**config.mk**
```make
export PLATFORM = sky130hd
export DESIGN_NAME = pdt_timer
export DESIGN_NICKNAME = d
export VERILOG_FILES = /design/src/pdt_pkg.sv /design/src/pdt_sync.sv /design/src/pdt_timer.sv
export SDC_FILE = /design/constraint.sdc
export NUM_CORES = 1
export LEC_CHECK = 0
export BUFFER_PORTS_ARGS = -buffer_cell sky130_fd_sc_hd__buf_2
export CAP_MARGIN = 10
export CELL_PAD_IN_SITES_DETAIL_PLACEMENT = 0
export CELL_PAD_IN_SITES_GLOBAL_PLACEMENT = 2
export CORE_MARGIN = 4
export CORE_UTILIZATION = 39
export CTS_CLUSTER_SIZE = 30
export DETAILED_ROUTE_END_ITERATION = 16
export GPL_TIMING_DRIVEN = 0
export PLACE_DENSITY_LB_ADDON = 0.1
export SYNTH_ARGS = -nofsm -noshare
export SYNTH_HDL_FRONTEND = slang
export SYNTH_HIERARCHICAL = 1
export SYNTH_SLANG_ARGS = --single-unit
```
**constraint.sdc**
```tcl
create_clock -name mclk_in -period 2.74 [get_ports mclk_in]
set_input_delay 0.822 -clock mclk_in [delete_from_list [all_inputs] [get_ports mclk_in]]
set_output_delay 0.822 -clock mclk_in [all_outputs]
set_load 0.05 [all_outputs]
```
**src/pdt_pkg.sv**
```systemverilog
package pdt_pkg;
	// ----------------------------------------
	// register select indices (5-bit selects)
	// ----------------------------------------
	localparam logic [4:0] PDT_ADDR_CONTROL   = 5'h10;
	localparam logic [4:0] PDT_ADDR_VECTOR    = 5'h11;
	localparam logic [4:0] PDT_ADDR_PRE_NULL  = 5'h12;
	localparam logic [4:0] PDT_ADDR_PRE_HIGH  = 5'h13;
	localparam logic [4:0] PDT_ADDR_PRE_MID   = 5'h14;
	localparam logic [4:0] PDT_ADDR_PRE_LOW   = 5'h15;
	localparam logic [4:0] PDT_ADDR_CNT_NULL  = 5'h16;
	localparam logic [4:0] PDT_ADDR_CNT_HIGH  = 5'h17;
	localparam logic [4:0] PDT_ADDR_CNT_MID   = 5'h18;
	localparam logic [4:0] PDT_ADDR_CNT_LOW   = 5'h19;
	localparam logic [4:0] PDT_ADDR_STATUS    = 5'h1a;

	// ----------------------------------------
	// reset values and field positions
	// ----------------------------------------
	localparam logic [7:0] PDT_VECTOR_RST     = 8'h0f;
	localparam logic [7:0] PDT_CONTROL_RST    = 8'h00;
	localparam logic [7:0] PDT_CONTROL_MASK   = 8'hf7;
	localparam int         PDT_BIT_ENABLE     = 0;
	localparam int         PDT_BIT_CLK_LO     = 1;
	localparam int         PDT_BIT_CLK_HI     = 2;
	localparam int         PDT_BIT_ZD_CTRL    = 4;
	localparam int         PDT_BIT_PIN_LO     = 5;
	localparam int         PDT_BIT_PIN_HI     = 7;
	localparam int         PDT_BIT_ZDS        = 0;
	localparam logic [4:0] PDT_PRESCALE_TOP   = 5'h1f;
	localparam int         PDT_SYNC_STAGES    = 3;

	// ----------------------------------------
	// clock source selections
	// ----------------------------------------
	typedef enum logic [1:0] {
		PDT_SRC_SYS       = 2'h0,
		PDT_SRC_SYS_GATED = 2'h1,
		PDT_SRC_IN_PRE    = 2'h2,
		PDT_SRC_IN_DIRECT = 2'h3
	} pdt_src_t;

	// ----------------------------------------
	// acknowledge handshake states
	// ----------------------------------------
	typedef enum logic [2:0] {
		PDT_ACK_IDLE  = 3'b001,
		PDT_ACK_DRIVE = 3'b010,
		PDT_ACK_DONE  = 3'b100
	} pdt_ack_state_t;
endpackage

```
**src/pdt_sync.sv**
```systemverilog
`timescale 1ns/100ps
`default_nettype none
module pdt_sync
	import pdt_pkg::*;
#(
	parameter int STAGES = PDT_SYNC_STAGES
) (
	input  wire logic mclk_in,
	input  wire logic arst_n_in,
	input  wire logic ce_in,
	input  wire logic async_in,
	output logic      level_out,
	output logic      rise_out,
	output logic      fall_out
);
	logic [STAGES-1:0] shift;
	logic [STAGES-1:0] next_shift;
	logic              agreed;
	logic              next_agreed;

	// ----------------------------------------
	// shift chain, later stages vote
	// ----------------------------------------
	always_comb begin
		next_shift  = {shift[STAGES-2:0], async_in};
		next_agreed = agreed;
		if (shift[STAGES-1] == shift[STAGES-2]) begin
			next_agreed = shift[STAGES-2]; // change counts when stages agree
		end
	end

	always_ff @(posedge mclk_in or negedge arst_n_in) begin
		if (!arst_n_in) begin
			shift  <= '0;
			agreed <= 1'b0;
		end else if (ce_in) begin
			shift  <= next_shift;
			agreed <= next_agreed;
		end
	end

	// edges of the agreed level
	assign level_out = agreed;
	assign rise_out  = ce_in & next_agreed & ~agreed;
	assign fall_out  = ce_in & ~next_agreed & agreed;
endmodule // pdt_sync
`default_nettype wire

```
**src/pdt_timer.sv**
```systemverilog
`timescale 1ns/100ps
`default_nettype none
// Overview of operation
// - 8-bit vector register, same value on normal read and on acknowledge
// - reset loads the vector register with 0f
// - preload value is three byte registers high, mid, low
// - address below high preload or high count byte reads zero, ignores writes
// - preload readable and writable any time, independent of counter load
// - reset leaves the preload registers untouched
// - count addresses show the live counter, not latched
// - writes to count addresses are acknowledged and discarded
// - zero-detect flag sets when counter steps from one to zero
// - flag clears on direct clear or while halted; reset halts
// - status read has no effect; writing bit 0 as one clears flag
// - clearing wins over setting in the same cycle
// - status bits 7 to 1 read as zero
// - interrupt mode asserts request on zero, reloads on next counter clock
// - square wave toggles on zero, high before first enable
// - output pin is a port pin after reset until timer selected
// - zero-detect control one makes counter roll over instead of reload
// - watchdog: timer input gates run, output flags overlong high input
// - control fields: pin function, roll-over, clock source, enable; reset clears
// - clock sources via 5-bit prescaler or direct input; step on 00 to 1f
// - gated input low clears flag, negates request, stops, prescaler all ones
module pdt_timer
	import pdt_pkg::*;
#(
	parameter int CNT_W = 24
) (
	input  wire logic       mclk_in,
	input  wire logic       arst_n_in,
	input  wire logic       ce_in,
	input  wire logic       sel_n_in,
	input  wire logic       rd_wr_n_in,
	input  wire logic [4:0] reg_sel_in,
	input  wire logic [7:0] wdata_in,
	output logic      [7:0] rdata_out,
	output logic            rdata_oe_out,
	output logic            ack_n_out,
	input  wire logic       timer_input_in,
	input  wire logic       timer_irq_ack_n_in,
	input  wire logic       port_pin_3_in,
	input  wire logic       port_pin_3_data_in,
	input  wire logic       port_pin_3_dir_in,
	output logic            port_pin_3_out,
	output logic            port_pin_3_oe_out,
	output logic            timer_irq_ack_pin_out,
	output logic            zero_detect_flag_out,
	output logic            running_out
);
	// ----------------------------------------
	// state
	// ----------------------------------------
	// programmable registers
	logic [7:0]       timer_vector, next_timer_vector;
	logic [7:0]       timer_control, next_timer_control;
	logic [7:0]       preload_high, next_preload_high;
	logic [7:0]       preload_mid, next_preload_mid;
	logic [7:0]       preload_low, next_preload_low;

	// timer datapath
	logic [CNT_W-1:0] counter, next_counter;
	logic [4:0]       prescale, next_prescale;
	logic             zero_detect_flag, next_zero_detect_flag;
	logic             reload_pend, next_reload_pend;
	logic             wave, next_wave;

	// bus answer
	logic [7:0]       rdata, next_rdata;
	logic             bus_done, next_bus_done;
	pdt_ack_state_t   ack_state, next_ack_state;

	// ----------------------------------------
	// internal signals
	// ----------------------------------------
	logic             tin_level, tin_rise, tin_fall;
	logic             sel_sync, sel_rise, sel_fall;
	logic             iack_level, iack_rise, iack_fall;
	logic             bus_wr, bus_rd, status_wr;
	logic             run, count_tick, pre_tick, zero_hit, clr_flag;
	logic [23:0]      preload_value;
	pdt_src_t         src;
	logic [2:0]       pin_mode;

	// ----------------------------------------
	// synchronisers for pin inputs
	// ----------------------------------------
	// external timer input, level and edges
	pdt_sync u_sync_tin (
		.mclk_in   (mclk_in),
		.arst_n_in (arst_n_in),
		.ce_in     (ce_in),
		.async_in  (timer_input_in),
		.level_out (tin_level),
		.rise_out  (tin_rise),
		.fall_out  (tin_fall)
	);

	// chip select, taken on its synchronised assertion
	pdt_sync u_sync_sel (
		.mclk_in   (mclk_in),
		.arst_n_in (arst_n_in),
		.ce_in     (ce_in),
		.async_in  (~sel_n_in),
		.level_out (sel_sync),
		.rise_out  (sel_rise),
		.fall_out  (sel_fall)
	);

	// interrupt acknowledge input
	pdt_sync u_sync_iack (
		.mclk_in   (mclk_in),
		.arst_n_in (arst_n_in),
		.ce_in     (ce_in),
		.async_in  (~timer_irq_ack_n_in),
		.level_out (iack_level),
		.rise_out  (iack_rise),
		.fall_out  (iack_fall)
	);

	// ----------------------------------------
	// decode helpers
	// ----------------------------------------
	// read mux, unmapped and null selects read zero
	function automatic logic [7:0] pdt_read(input logic [4:0] a);
		unique case (a)
			PDT_ADDR_CONTROL:  pdt_read = timer_control;
			PDT_ADDR_VECTOR:   pdt_read = timer_vector;
			PDT_ADDR_PRE_HIGH: pdt_read = preload_high;
			PDT_ADDR_PRE_MID:  pdt_read = preload_mid;
			PDT_ADDR_PRE_LOW:  pdt_read = preload_low;
			PDT_ADDR_CNT_HIGH: pdt_read = counter[23:16];
			PDT_ADDR_CNT_MID:  pdt_read = counter[15:8];
			PDT_ADDR_CNT_LOW:  pdt_read = counter[7:0];
			PDT_ADDR_STATUS:   pdt_read = {7'h00, zero_detect_flag};
			default:           pdt_read = 8'h00;
		endcase
	endfunction

	// control fields
	assign src           = pdt_src_t'(timer_control[PDT_BIT_CLK_HI:PDT_BIT_CLK_LO]);
	assign pin_mode      = timer_control[PDT_BIT_PIN_HI:PDT_BIT_PIN_LO];
	assign preload_value = {preload_high, preload_mid, preload_low};
	assign bus_rd        = sel_rise & rd_wr_n_in;
	assign bus_wr        = sel_rise & ~rd_wr_n_in;
	assign status_wr     = bus_wr & (reg_sel_in == PDT_ADDR_STATUS);

	// ----------------------------------------
	// run state and counter clocking
	// ----------------------------------------
	// run gating, prescaler tick and counter step
	always_comb begin
		run      = timer_control[PDT_BIT_ENABLE];
		pre_tick = 1'b0;
		if (src == PDT_SRC_SYS_GATED) begin
			run = run & tin_level;
		end

		// prescaler input by clock source
		unique case (src)
			PDT_SRC_SYS, PDT_SRC_SYS_GATED: pre_tick = ce_in;
			PDT_SRC_IN_PRE:                 pre_tick = tin_rise;
			PDT_SRC_IN_DIRECT:              pre_tick = 1'b0;
		endcase

		count_tick = run & ((src == PDT_SRC_IN_DIRECT) ? tin_rise : (pre_tick & (prescale == 5'h00)));
		zero_hit   = count_tick & ~reload_pend & (counter == 24'h000001);
		clr_flag   = ~run | (status_wr & wdata_in[PDT_BIT_ZDS]);
	end

	// ----------------------------------------
	// register writes and timer datapath
	// ----------------------------------------
	// next values for registers, counter and flag
	always_comb begin
		next_timer_vector     = timer_vector;
		next_timer_control    = timer_control;
		next_preload_high     = preload_high;
		next_preload_mid      = preload_mid;
		next_preload_low      = preload_low;
		next_counter          = counter;
		next_prescale         = prescale;
		next_reload_pend      = reload_pend;
		next_wave             = wave;
		next_zero_detect_flag = zero_detect_flag;
		if (bus_wr) begin
			unique case (reg_sel_in)
				PDT_ADDR_CONTROL:  next_timer_control = wdata_in & PDT_CONTROL_MASK;
				PDT_ADDR_VECTOR:   next_timer_vector  = wdata_in;
				PDT_ADDR_PRE_HIGH: next_preload_high  = wdata_in;
				PDT_ADDR_PRE_MID:  next_preload_mid   = wdata_in;
				PDT_ADDR_PRE_LOW:  next_preload_low   = wdata_in;
				default:           ;
			endcase
		end

		// halted: prescaler all ones, next run starts from preload
		if (!run) begin
			next_prescale    = PDT_PRESCALE_TOP;
			next_reload_pend = 1'b1; // start from preload
			if (!timer_control[PDT_BIT_ENABLE]) begin
				next_wave = 1'b1;
			end
		end else begin
			if (pre_tick) begin
				next_prescale = prescale - 5'h01; // wraps 00 to 1f
			end
			if (count_tick) begin
				if (reload_pend) begin
					next_counter     = preload_value;
					next_reload_pend = 1'b0;
				end else begin
					next_counter = counter - 24'h000001;
					if (zero_hit) begin
						next_wave        = ~wave;
						next_reload_pend = ~timer_control[PDT_BIT_ZD_CTRL];
					end
				end
			end
		end

		// clear dominant flag
		if (clr_flag) begin
			next_zero_detect_flag = 1'b0;
		end else if (zero_hit) begin
			next_zero_detect_flag = 1'b1;
		end
	end

	// ----------------------------------------
	// timer and register state
	// ----------------------------------------
	// reset halts the timer and reloads the vector
	always_ff @(posedge mclk_in or negedge arst_n_in) begin
		if (!arst_n_in) begin
			timer_vector     <= PDT_VECTOR_RST;
			timer_control    <= PDT_CONTROL_RST;
			counter          <= '0;
			prescale         <= PDT_PRESCALE_TOP;
			reload_pend      <= 1'b1;
			wave             <= 1'b1;
			zero_detect_flag <= 1'b0;
		end else if (ce_in) begin
			timer_vector     <= next_timer_vector;
			timer_control    <= next_timer_control;
			counter          <= next_counter;
			prescale         <= next_prescale;
			reload_pend      <= next_reload_pend;
			wave             <= next_wave;
			zero_detect_flag <= next_zero_detect_flag;
		end
	end

	// preload bytes carry no reset
	always_ff @(posedge mclk_in) begin
		if (ce_in) begin
			preload_high <= next_preload_high;
			preload_mid  <= next_preload_mid;
			preload_low  <= next_preload_low;
		end
	end

	// ----------------------------------------
	// bus answer and acknowledge cycle
	// ----------------------------------------
	// read data capture and acknowledge sequence
	always_comb begin
		next_rdata     = rdata;
		next_bus_done  = bus_done;
		next_ack_state = ack_state;
		if (bus_rd) begin
			next_rdata = pdt_read(reg_sel_in);
		end

		// acknowledge stands while the synchronised select is asserted
		if (sel_rise) begin
			next_bus_done = 1'b1;
		end else if (sel_fall) begin
			next_bus_done = 1'b0;
		end

		// vector is driven one clock before the acknowledge
		unique case (ack_state)
			PDT_ACK_IDLE: begin
				if (iack_rise && pin_mode == 3'b101 && zero_detect_flag) begin
					next_ack_state = PDT_ACK_DRIVE;
					next_rdata     = timer_vector;
				end
			end
			PDT_ACK_DRIVE: begin
				next_ack_state = iack_level ? PDT_ACK_DONE : PDT_ACK_IDLE;
			end
			PDT_ACK_DONE: begin
				if (iack_fall || !iack_level) begin
					next_ack_state = PDT_ACK_IDLE;
				end
			end
		endcase
	end

	// bus state registers
	always_ff @(posedge mclk_in or negedge arst_n_in) begin
		if (!arst_n_in) begin
			rdata     <= 8'h00;
			bus_done  <= 1'b0;
			ack_state <= PDT_ACK_IDLE;
		end else if (ce_in) begin
			rdata     <= next_rdata;
			bus_done  <= next_bus_done;
			ack_state <= next_ack_state;
		end
	end

	// data drive and acknowledge levels
	assign rdata_out    = rdata;
	assign rdata_oe_out = (bus_done & sel_sync & rd_wr_n_in) | (ack_state != PDT_ACK_IDLE);
	assign ack_n_out    = ~((bus_done & sel_sync) | (ack_state == PDT_ACK_DONE));

	// ----------------------------------------
	// output pin function
	// ----------------------------------------
	// pin 3 carries port data, square wave or request
	always_comb begin
		port_pin_3_out    = port_pin_3_data_in;
		port_pin_3_oe_out = port_pin_3_dir_in;
		if (pin_mode[2:1] == 2'b01) begin
			port_pin_3_out    = wave;
			port_pin_3_oe_out = 1'b1;
		end else if (pin_mode[2]) begin
			port_pin_3_out    = 1'b0;
			port_pin_3_oe_out = pin_mode[0] & zero_detect_flag;
		end
	end

	// ----------------------------------------
	// status outputs
	// ----------------------------------------
	// function indications for the surrounding port logic
	assign timer_irq_ack_pin_out = (pin_mode[2:1] == 2'b10);
	assign zero_detect_flag_out  = zero_detect_flag;
	assign running_out           = run;
endmodule // pdt_timer
`default_nettype wire

```
==> results of run 1 <==
==> power by group through the flow <==
| stage | logic (mW) | registers (mW) | clock network, mW |
|---|---|---|---|
| detailed placement | 0.411 | 1.64 | 0 |
| global route | 0.452 | 1.63 | 1.38 |
| floorplan | 0.275 | 1.63 | 0 |
| global placement | 0.399 | 1.64 | 0 |
| CTS | 0.414 | 1.61 | 1.33 |
| finish | 0.410 | 1.61 | 1.30 |
==> what timing repair did <==
item,in CTS,in global routing
buffers inserted,0,1
pin swaps,0,1
setup endpoints to repair,13,24
resized for setup,4,6
==> worst paths after layout <==
kind / start / end / slack [ns] / cells after the start
max: timer_control[1] / running_out / 0.12 / 4
min: arst_n_in / counter[5] / 0.42 / 1
max reg2reg: counter[0] / counter[14] / 0.17 / 8
min reg2reg: u_sync_sel/shift[0] / u_sync_sel/shift[0] / 0.51 / 1
max in group asynchronous: arst_n_in / prescale[3] / 1.69 / 2
min in group mclk_in: u_sync_sel/shift[0] / u_sync_sel/shift[0] / 0.51 / 1
==> per-layer routing <==
metal  GRT usage  wire length (um)  up-vias
met5           0                 0        -
met4     0.08467               399        0
met3     0.03528               800       28
met2      0.3419              7387      126
met1      0.3090              7240     2123
li1            -                 -     2010
==> flip-flops by register name (all words and copies together) (netlist names), 3 cells and up <==
register and flops:
counter 24, u_sync_sel/shift 3, ack_state 3, u_sync_tin/shift 3
timer_vector 8, rdata_out 8, u_sync_iack/shift 3, timer_control 7
preload_low 8, preload_high 8, preload_mid 8, prescale 5
==> through the flow <==
stage / power, mW / util / hold WS (ns) / area, um^2
final: 3.323 / 0.4616 / 0.4156 / 5849
after CTS: 3.357 / 0.4599 / 0.4259 / 5827
after floorplan: 1.903 / - / 0.4655 / 5074
after detailed placement: 2.051 / 0.4344 / 0.4913 / 5504
after global routing: 3.460 / 0.4616 / 0.4398 / 5849
after global placement: 2.035 / 0.4316 / 0.4837 / 5469
==> cell type report <==
type	instances	area share
flip-flops and latches	95	0.4295
well taps	172	0.03679
plain buffers	24	0.01647
clock inverters	7	0.01326
inverters	18	0.01155
repair buffers	39	0.03807
multi-input cells	366	0.4158
clock buffers	9	0.03850
==> critical path: cells and delay by family (launching register included) <==
family                 cells  cell delay [ns]
flip-flops                 1             0.48
AND/OR/NAND/NOR            2             0.66
buffers and inverters      2             0.32
==> cells in the final DEF, fill, tap and decap left out, drive strengths merged, types with 6 or more instances in the layout <==
cell type	n
nor3b	6
buf	41
a221o	8
and2	7
nor2b	7
nand2	45
mux2i	9
a22oi	15
o2bb2ai	7
dfrtp	59
nand3	19
nand2b	8
nor4	11
o21ai	27
dfstp	12
inv	21
clkbuf	31
edfxtp	24
a21oi	30
mux2	27
nor3	19
nor2	35
==> metrics, run 1 <==
nets=580; Net Sw Frac=0.2741; internal power=2.412 mW; drt first pass iters=5; Avg Inst Size Synth=10.09 um^2; Slew @ Worst Pin=0.9969 ns; RSZ-0062 raised after global routing=no; gr usage total=0.2199; Psw=0.9110 mW; Hold-fix buffers, CTS=0; clk slew on worst S/H paths=0.07 ns; CP peak stage delay=0.52 ns; grt total ovfl=0; CTS Buffer Depth=2; first-pass GRT wire length=24.63 mm; Crit. End Element=output port; Fillers=1274; FMAX=381.2 MHz; ANT cells=0; startpoint class of the critical path=register; vias per cell=5.873; DP Worst Slack=-0.6950 ns; Worst slew margin=0.3303; final setup violating endpoints=0; Hold WC Path Type=in -> async; Detailed Place HPWL=11.86 mm; final worst setup slack=0.1170 ns; num rows=41; setup TNS=0 ns; pin count of the biggest net entering global routing=43; clk sinks=95; Slew Viols, Final=0; fin crit period=2.623 ns; vias=4287; clk_skew=0.007824 ns; Flop pwr share=0.486; combinational share of power=0.123; Crit path required time=1.92 ns; Multi-input gate area=2432 um^2; type of the worst setup path=reg -> out; H-tree depth=3; Max FO, Critical Path=5; MaxCap Viol Count=0; Register Area=2512 um^2; chip width=122.1 um; root buffer cell=clkbuf_16; status=complete, no violations; share of cells above drive strength 1=0.2079; Starting DRT DRC Count=301; Synth-to-Final Area Change=15.29%; final worst-path cycle share=0.9573; routed len/inst=21.68 um; PD cells=568.1 nW/um^2; synthesized area=5074 um^2; placer's final routability congestion estimate=0.8724; die area=14900 um^2; final std cells w/o fill=730; dpl cells=713; Worst path slowest cell=or3b_2; critical path data arrival time=1.80 ns; CTS tree=done; Ports=38; power share of the clock group=0.391; post-route ant nets=0; post-synthesis net count=530; vias in the first global route=4169; Lkg Pwr=2.372 nW; VDD IR max=277.9 uV; Fin. Hold Viols=0; TritonCTS Buffers=9; Initial Utilization=0.4004; CP cell instances=or3b_2 -> nand2_1 -> inv_1 -> buf_2; area of the core=12670 um^2; Port-buffer cells=36; drt drc=0; Synth Instances=503; Die Ht=122.1 um; Ys Warns=6; antenna violations before repair=0; DRT Wirelength=15.83 mm; later-pin clock latency in the skew report=0.35 ns
(Power assumes the default switching activity.)
==> run 2: changes to the inputs <==
ABC_AREA = 1   (was unset)
CORE_UTILIZATION = 35   (was 39)
==> run 2 against run 1 <==
Routed wire length up 7.2%. Count of clock-buffer cells in the layout up 2. Global-route usage down 2.5 points. Highest routed layer unchanged. Sequential power down 2%. First-iteration DRC count up 13%. Power down 2.8%. Sequential share of layout area down 3.1 points. Largest power group unchanged. Critical endpoint is now preload_low[1]. Non-clock buffer count down 13.
==> metrics, run 2 <==
status=complete, no violations; synthesized area=5504 um^2 (+8.5%); final setup violating endpoints=0 (unchanged); global routing's busiest layer=met2; grt total ovfl=0 (unchanged); Fin. Hold Viols=0 (unchanged); Slew Viols, Final=0 (unchanged); post-route ant nets=0 (unchanged); area of the core=15310 um^2 (+21%); num rows=45 (+9.8%); routed len/inst=16.65 um (-23%); Starting DRT DRC Count=339 (+13%); type of the worst setup path=in -> reg; antenna violations before repair=0 (unchanged); FMAX=390.1 MHz (+2.3%); reg2reg setup slack=0.55 ns (+0.38 ns); most used cell, CP=nor2_2; DRT Wirelength=16.97 mm (+7.2%); Worst path slowest cell=nor2_2; PD cells=512.8 nW/um^2 (-9.7%); first-pass GRT wire length=26.73 mm (+8.5%); CP Launch Point=ce_in; Ports=38 (unchanged); VDD IR max=276.5 uV (-0.52%); Lkg Pwr=3.209 nW (+35%); later-pin clock latency in the skew report=0.35 ns (about the same); vias per cell=4.934 (-16%); met2 Resource Use GR=0.3143 (-0.02752); Synth-to-Final Area Change=14.48%; vias in the first global route=4888 (+17%); Crit. End Element=register; ANT cells=0 (unchanged); pin count of the biggest net entering global routing=43 (unchanged); startpoint class of the critical path=primary input; MaxCap Viol Count=0 (unchanged); power share of the clock group=0.399 (+0.008); most frequent cells in the layout=307 x nand2_1, 103 x nor2_1, 59 x dfrtp_1; share of cells above drive strength 1=0.1361 (-0.07175); drt first pass iters=5 (unchanged); M3 GR Usage=0.02946 (-0.005827); Hold WC Path Type=in -> async; Worst slew margin=0.5782 (+0.2479); Initial Utilization=0.3594 (-0.04102); root buffer cell=clkbuf_16; Slew @ Worst Pin=0.6327 ns (-0.3642 ns); Synth Instances=754 (+50%); post-synthesis net count=781 (+47%); H-tree depth=3 (unchanged); TritonCTS Buffers=9 (unchanged); CTS Buffer Depth=2 (unchanged); clk slew on worst S/H paths=0.07 ns (about the same); Avg Inst Size Synth=7.300 um^2 (-28%); Max FO, Critical Path=15 (+10); Largest Register=counter; final worst-path cycle share=0.9356 (-0.02170); Psw=0.8955 mW (-1.7%); clk_skew=0.009201 ns (+0.001377 ns); Die Ht=133.4 um (+9.3%); vias=5028 (+17%); Detailed Place HPWL=13.21 mm (+11%); die area=17800 um^2 (+19%); drt drc=0 (unchanged); fin crit period=2.564 ns (-0.05945 ns); CP peak stage delay=0.49 ns (-0.03 ns); Crit path required time=2.73 ns (+0.81 ns); combinational share of power=0.114 (-0.009); gr usage total=0.1947 (-0.02520); total power=3.231 mW (-2.8%); clk sinks=95 (unchanged); Fillers=1667 (+31%); Multi-input gate area=2699 um^2 (+11%); internal power=2.336 mW (-3.2%); commonest non-fill, non-tap cell in the layout=nand2_1; met1 Use GR=0.2618 (-0.04714); Worst Reg-to-Reg Cells=5 (-3); CP cell instances=buf_2 -> inv_2 -> nor3_1 -> nand2_1 -> nor2_2 -> inv_1 -> nor2_2; chip width=133.4 um (+9.3%); Flop pwr share=0.487 (about the same); nets=830 (+43%); Net Sw Frac=0.2771 (+0.002992); dpl cells=1003 (+41%); Register Area=2512 um^2 (unchanged); CTS tree=done; number of flip-flops in the largest register=24 (unchanged); Ys Warns=6 (unchanged); RSZ-0062 raised after global routing=no; Port-buffer cells=36 (unchanged); final std cells w/o fill=1019 (+40%); critical path data arrival time=2.55 ns (+0.75 ns); Crit Reg-Reg Startpoint=u_sync_sel/level_out; placer's final routability congestion estimate=0.8403 (-3.7%)
run 2: changes by cell type in the layout (fill, tap and decap cells not counted), sizes merged, moves of 9 or more:
cell	previous run	this run
nand2	45	311
nor2	35	115
inv	21	65
o21ai	27	61
mux2	27	1
a21oi	30	14
a22oi	15	0
clkbuf	31	17
nand3	19	31
nor4	11	0
mux2i	9	0
nor3	19	10
run 2: stage by stage:
stage	setup WS [ns]	utilization	TNS, ns	hold slack [ns]	area (um^2)
after global routing	0.04082	0.4114	0	0.4521	6301
after global placement	-0.8038	0.3884	-15.98	0.4561	5948
final	0.1765	0.4114	0	0.4143	6301
after CTS	0.1174	0.4110	0	0.4343	6295
after floorplan	0.1968	-	0	0.4195	5504
after detailed placement	-0.8112	0.3907	-14.09	0.4585	5983
run 2: worst paths after layout:
check / end
worst max-delay path: preload_low[1]
worst min-delay path: counter[11]
worst max register to register: preload_low[1]
worst min register to register: u_sync_sel/shift[0]
max in group asynchronous: reload_pend
min in group mclk_in: u_sync_sel/shift[0]
run 2: routing by layer:
| layer | part of all wire | up-vias | routed length (um) |
|---|---|---|---|
| li1 | - | 2502 | - |
| met1 | 0.46 | 2404 | 7831 |
| met2 | 0.47 | 98 | 7986 |
| met3 | 0.037 | 24 | 620 |
| met4 | 0.031 | 0 | 531 |
| met5 | 0 | - | 0 |
run 2: layout make-up:
cell class,instances,area share
sequential,95,0.3987
inverter,65,0.03912
clock buffer,11,0.03693
tap,211,0.04190
clock inverter,5,0.009134
timing repair buffer,38,0.03415
buffer,12,0.01172
multi-input combinational,582,0.4283
run 2: critical path: cells and delay by family:
kind	cells	cell delay, ns
and+or+nand+nor	4	1.15
buffers and inverters	3	0.56
run 2: power by group through the flow:
stage               logic (mW)  registers [mW]  clock network (mW)
floorplan                0.212            1.63                   0
global placement         0.360            1.60                   0
detailed placement       0.373            1.60                   0
CTS                      0.376            1.57                1.32
global route             0.414            1.58                1.38
finish                   0.368            1.57                1.29
run 2: repair_timing:
action | 4_1_cts | 5_1_grt
endpoints found under the hold margin | 0 | 0
endpoints found under the setup margin | 20 | 4
resized for setup | 5 | 1
buffers inserted | 0 | 0
hold buffers | 0 | 0
==> run 3: changes to the inputs <==
CORE_MARGIN = unset   (was 4)
CORE_UTILIZATION = 38   (was 35)
clock period = 3.05 ns   (was 2.74 ns; I/O delays follow)
==> run 3 against run 2 <==
Global-route usage rose by 4.2 points. Routed wire length fell by 4.5%. Sequential share of layout area rose by 0.28 points. Critical path depth did not move. Clock skew fell by 0.00085 ns. Power fell by 8.7%. Count of clock-buffer cells in the layout fell by 1. Critical path type unchanged.
==> metrics, run 3 (same netlist as run 2, synthesis figures left out) <==
Crit path required time=3.03 ns (+0.30 ns); chip width=122.4 um (-8.3%); share of cells above drive strength 1=0.1326 (-0.003549); M1 WL=7.341 mm (-6.3%); vias in the first global route=4768 (-2.5%); type of the worst setup path=in -> reg; number of flip-flops in the largest register=24 (unchanged); post-route ant nets=0 (unchanged); Net Sw Frac=0.2631 (-0.01402); setup TNS=0 ns (unchanged); pin count of the biggest net entering global routing=40 (-7.0%); combinational share of power=0.110 (-0.004); RSZ-0062 raised after global routing=yes; Largest Register=counter; startpoint class of the critical path=primary input; Die Ht=122.4 um (-8.3%); vias=4952 (-1.5%); total power=2.951 mW (-8.7%); clk slew on worst S/H paths=0.06 ns (about the same); CTS tree=done; Initial Utilization=0.3935 (+0.03408); cell family with most CP delay=simple AND/OR/NAND/NOR gates; Critical R2R Capture=preload_high[5]; fin crit period=2.881 ns; CP cell instances=buf_2 -> inv_2 -> nor3_1 -> nand2_1 -> nor2_1 -> inv_1 -> nor3_2; FMAX=347.1 MHz; nets=829 (-0.12%); MaxCap Viol Count=0 (unchanged); CP peak stage delay=0.63 ns (+0.14 ns); later-pin clock latency in the skew report=0.35 ns (about the same); status=complete, no violations; root buffer cell=clkbuf_16; drt drc=0 (unchanged); VDD IR max=262.2 uV (-5.1%); Port-buffer cells=36 (unchanged); clk sinks=95 (unchanged); Starting DRT DRC Count=418 (+23%); clk_skew=0.008347 ns (-0.0008535 ns); first-pass GRT wire length=26.05 mm (-2.6%); dpl cells=971 (-3.2%); ANT cells=0 (unchanged); Crit. End Element=register; Crit Reg-Reg Startpoint=u_sync_sel/level_out; power share of the clock group=0.411 (+0.012); metal3 WL=726 um (+17%); Flop pwr share=0.479 (-0.008); final std cells w/o fill=987 (-3.1%); PD cells=471.7 nW/um^2 (-8.0%); routed len/inst=16.42 um (-1.4%); drt first pass iters=7 (+2); commonest non-fill, non-tap cell in the layout=nand2_1; Worst slew margin=0.4770 (-0.1011); antenna violations before repair=0 (unchanged); gr usage total=0.2370 (+0.04228); Max FO, Critical Path=15 (unchanged); Synth-to-Final Area Change=13.68%; Worst Setup EP=preload_high[5]; Worst Reg-to-Reg Cells=5 (unchanged); Max Used Layer=met4; CP Launch Point=ce_in; Hold WC Path Type=reg -> reg; CP Depth=7 (unchanged); critical path data arrival time=2.86 ns (+0.31 ns); die area=14970 um^2 (-16%); Lkg Pwr=3.183 nW (-0.80%); TritonCTS Buffers=9 (unchanged); Psw=0.7766 mW (-13%); final setup violating endpoints=0 (unchanged); num rows=43 (-4.4%); most frequent cells in the layout=307 x nand2_1, 104 x nor2_1, 59 x dfrtp_1; Slew Viols, Final=0 (unchanged); WP buf/inv=3 (unchanged); Ports=38 (unchanged); Slew @ Worst Pin=0.7802 ns (+0.1475 ns); reg2reg setup slack=0.63 ns (+0.08 ns); grt total ovfl=0 (unchanged); Fin. Hold Viols=0 (unchanged); DRT Wirelength=16.21 mm (-4.5%); area of the core=13990 um^2 (-8.7%); met2 WL=7.798 mm (-2.4%); final worst-path cycle share=0.9446; internal power=2.175 mW (-6.9%); Post-CTS Setup Bufs=0 (unchanged); CTS Buffer Depth=2 (unchanged); Worst path slowest cell=nor3_2; placer's final routability congestion estimate=0.8877 (+5.6%); H-tree depth=3 (unchanged); vias per cell=5.017 (+1.7%); Detailed Place HPWL=12.66 mm (-4.2%)
## run 3: worst min path at each step
stage / slack [ns] / depth (start not counted) / endpoint / from
floorplan: 0.42 / 1 / reload_pend / timer_control[4]
global placement: 0.46 / 2 / u_sync_tin/shift[0] / u_sync_tin/shift[0]
detailed placement: 0.46 / 2 / u_sync_sel/shift[0] / u_sync_sel/shift[0]
CTS: 0.48 / 2 / wave / wave
global route: 0.49 / 2 / u_sync_tin/shift[0] / u_sync_tin/shift[0]
finish: 0.47 / 2 / wave / wave
## run 3: timing repair
item / in CTS / in global routing
hold buffers: 0 / 0
endpoints found under the setup margin: 16 / 8
resized for setup: 2 / 1
## run 3: tightest hold or removal path: stages, from the launching register on
cell	delay [ns]
dfstp_2	0.37
nand2_1	0.06
nand2_1	0.04
## run 3: routing by layer
| layer | vias to the layer above | track usage |
|---|---|---|
| li1 | 2498 | - |
| met1 | 2334 | 0.3146 |
| met2 | 100 | 0.3894 |
| met3 | 20 | 0.03485 |
| met4 | 0 | 0.08994 |
| met5 | - | 0 |
## run 3: layout make-up
cell class / count / area (um^2)
Inverter: 65 / 246.5
Multi-Input combinational cell: 582 / 2684
Buffer: 12 / 73.82
Timing Repair Buffer: 37 / 202.7
Sequential cell: 95 / 2512
Tap cell: 180 / 225.2
Clock buffer: 10 / 229.0
Fill cell: 1485 / 7731
Clock inverter: 6 / 83.83
## run 3: metrics by stage
| step | setup slack, ns | hold WS [ns] | cell area, um^2 | utilization |
|---|---|---|---|---|
| after floorplan | 0.3941 | 0.4195 | 5504 | - |
| after global placement | -0.5422 | 0.4581 | 5909 | 0.4225 |
| after detailed placement | -0.5985 | 0.4629 | 5932 | 0.4241 |
| after CTS | 0.1593 | 0.4774 | 6255 | 0.4471 |
| after global routing | -0.01440 | 0.4854 | 6257 | 0.4473 |
| final | 0.1689 | 0.4738 | 6257 | 0.4473 |
## run 3: power groups by stage
stage          sequential, mW  clock, mW  combinational (mW)
2_1_floorplan            1.46          0               0.190
3_3_place_gp             1.44          0               0.320
3_5_place_dp             1.44          0               0.330
4_1_cts                  1.41       1.25               0.331
5_1_grt                  1.42       1.29               0.371
6_report                 1.41       1.21               0.326
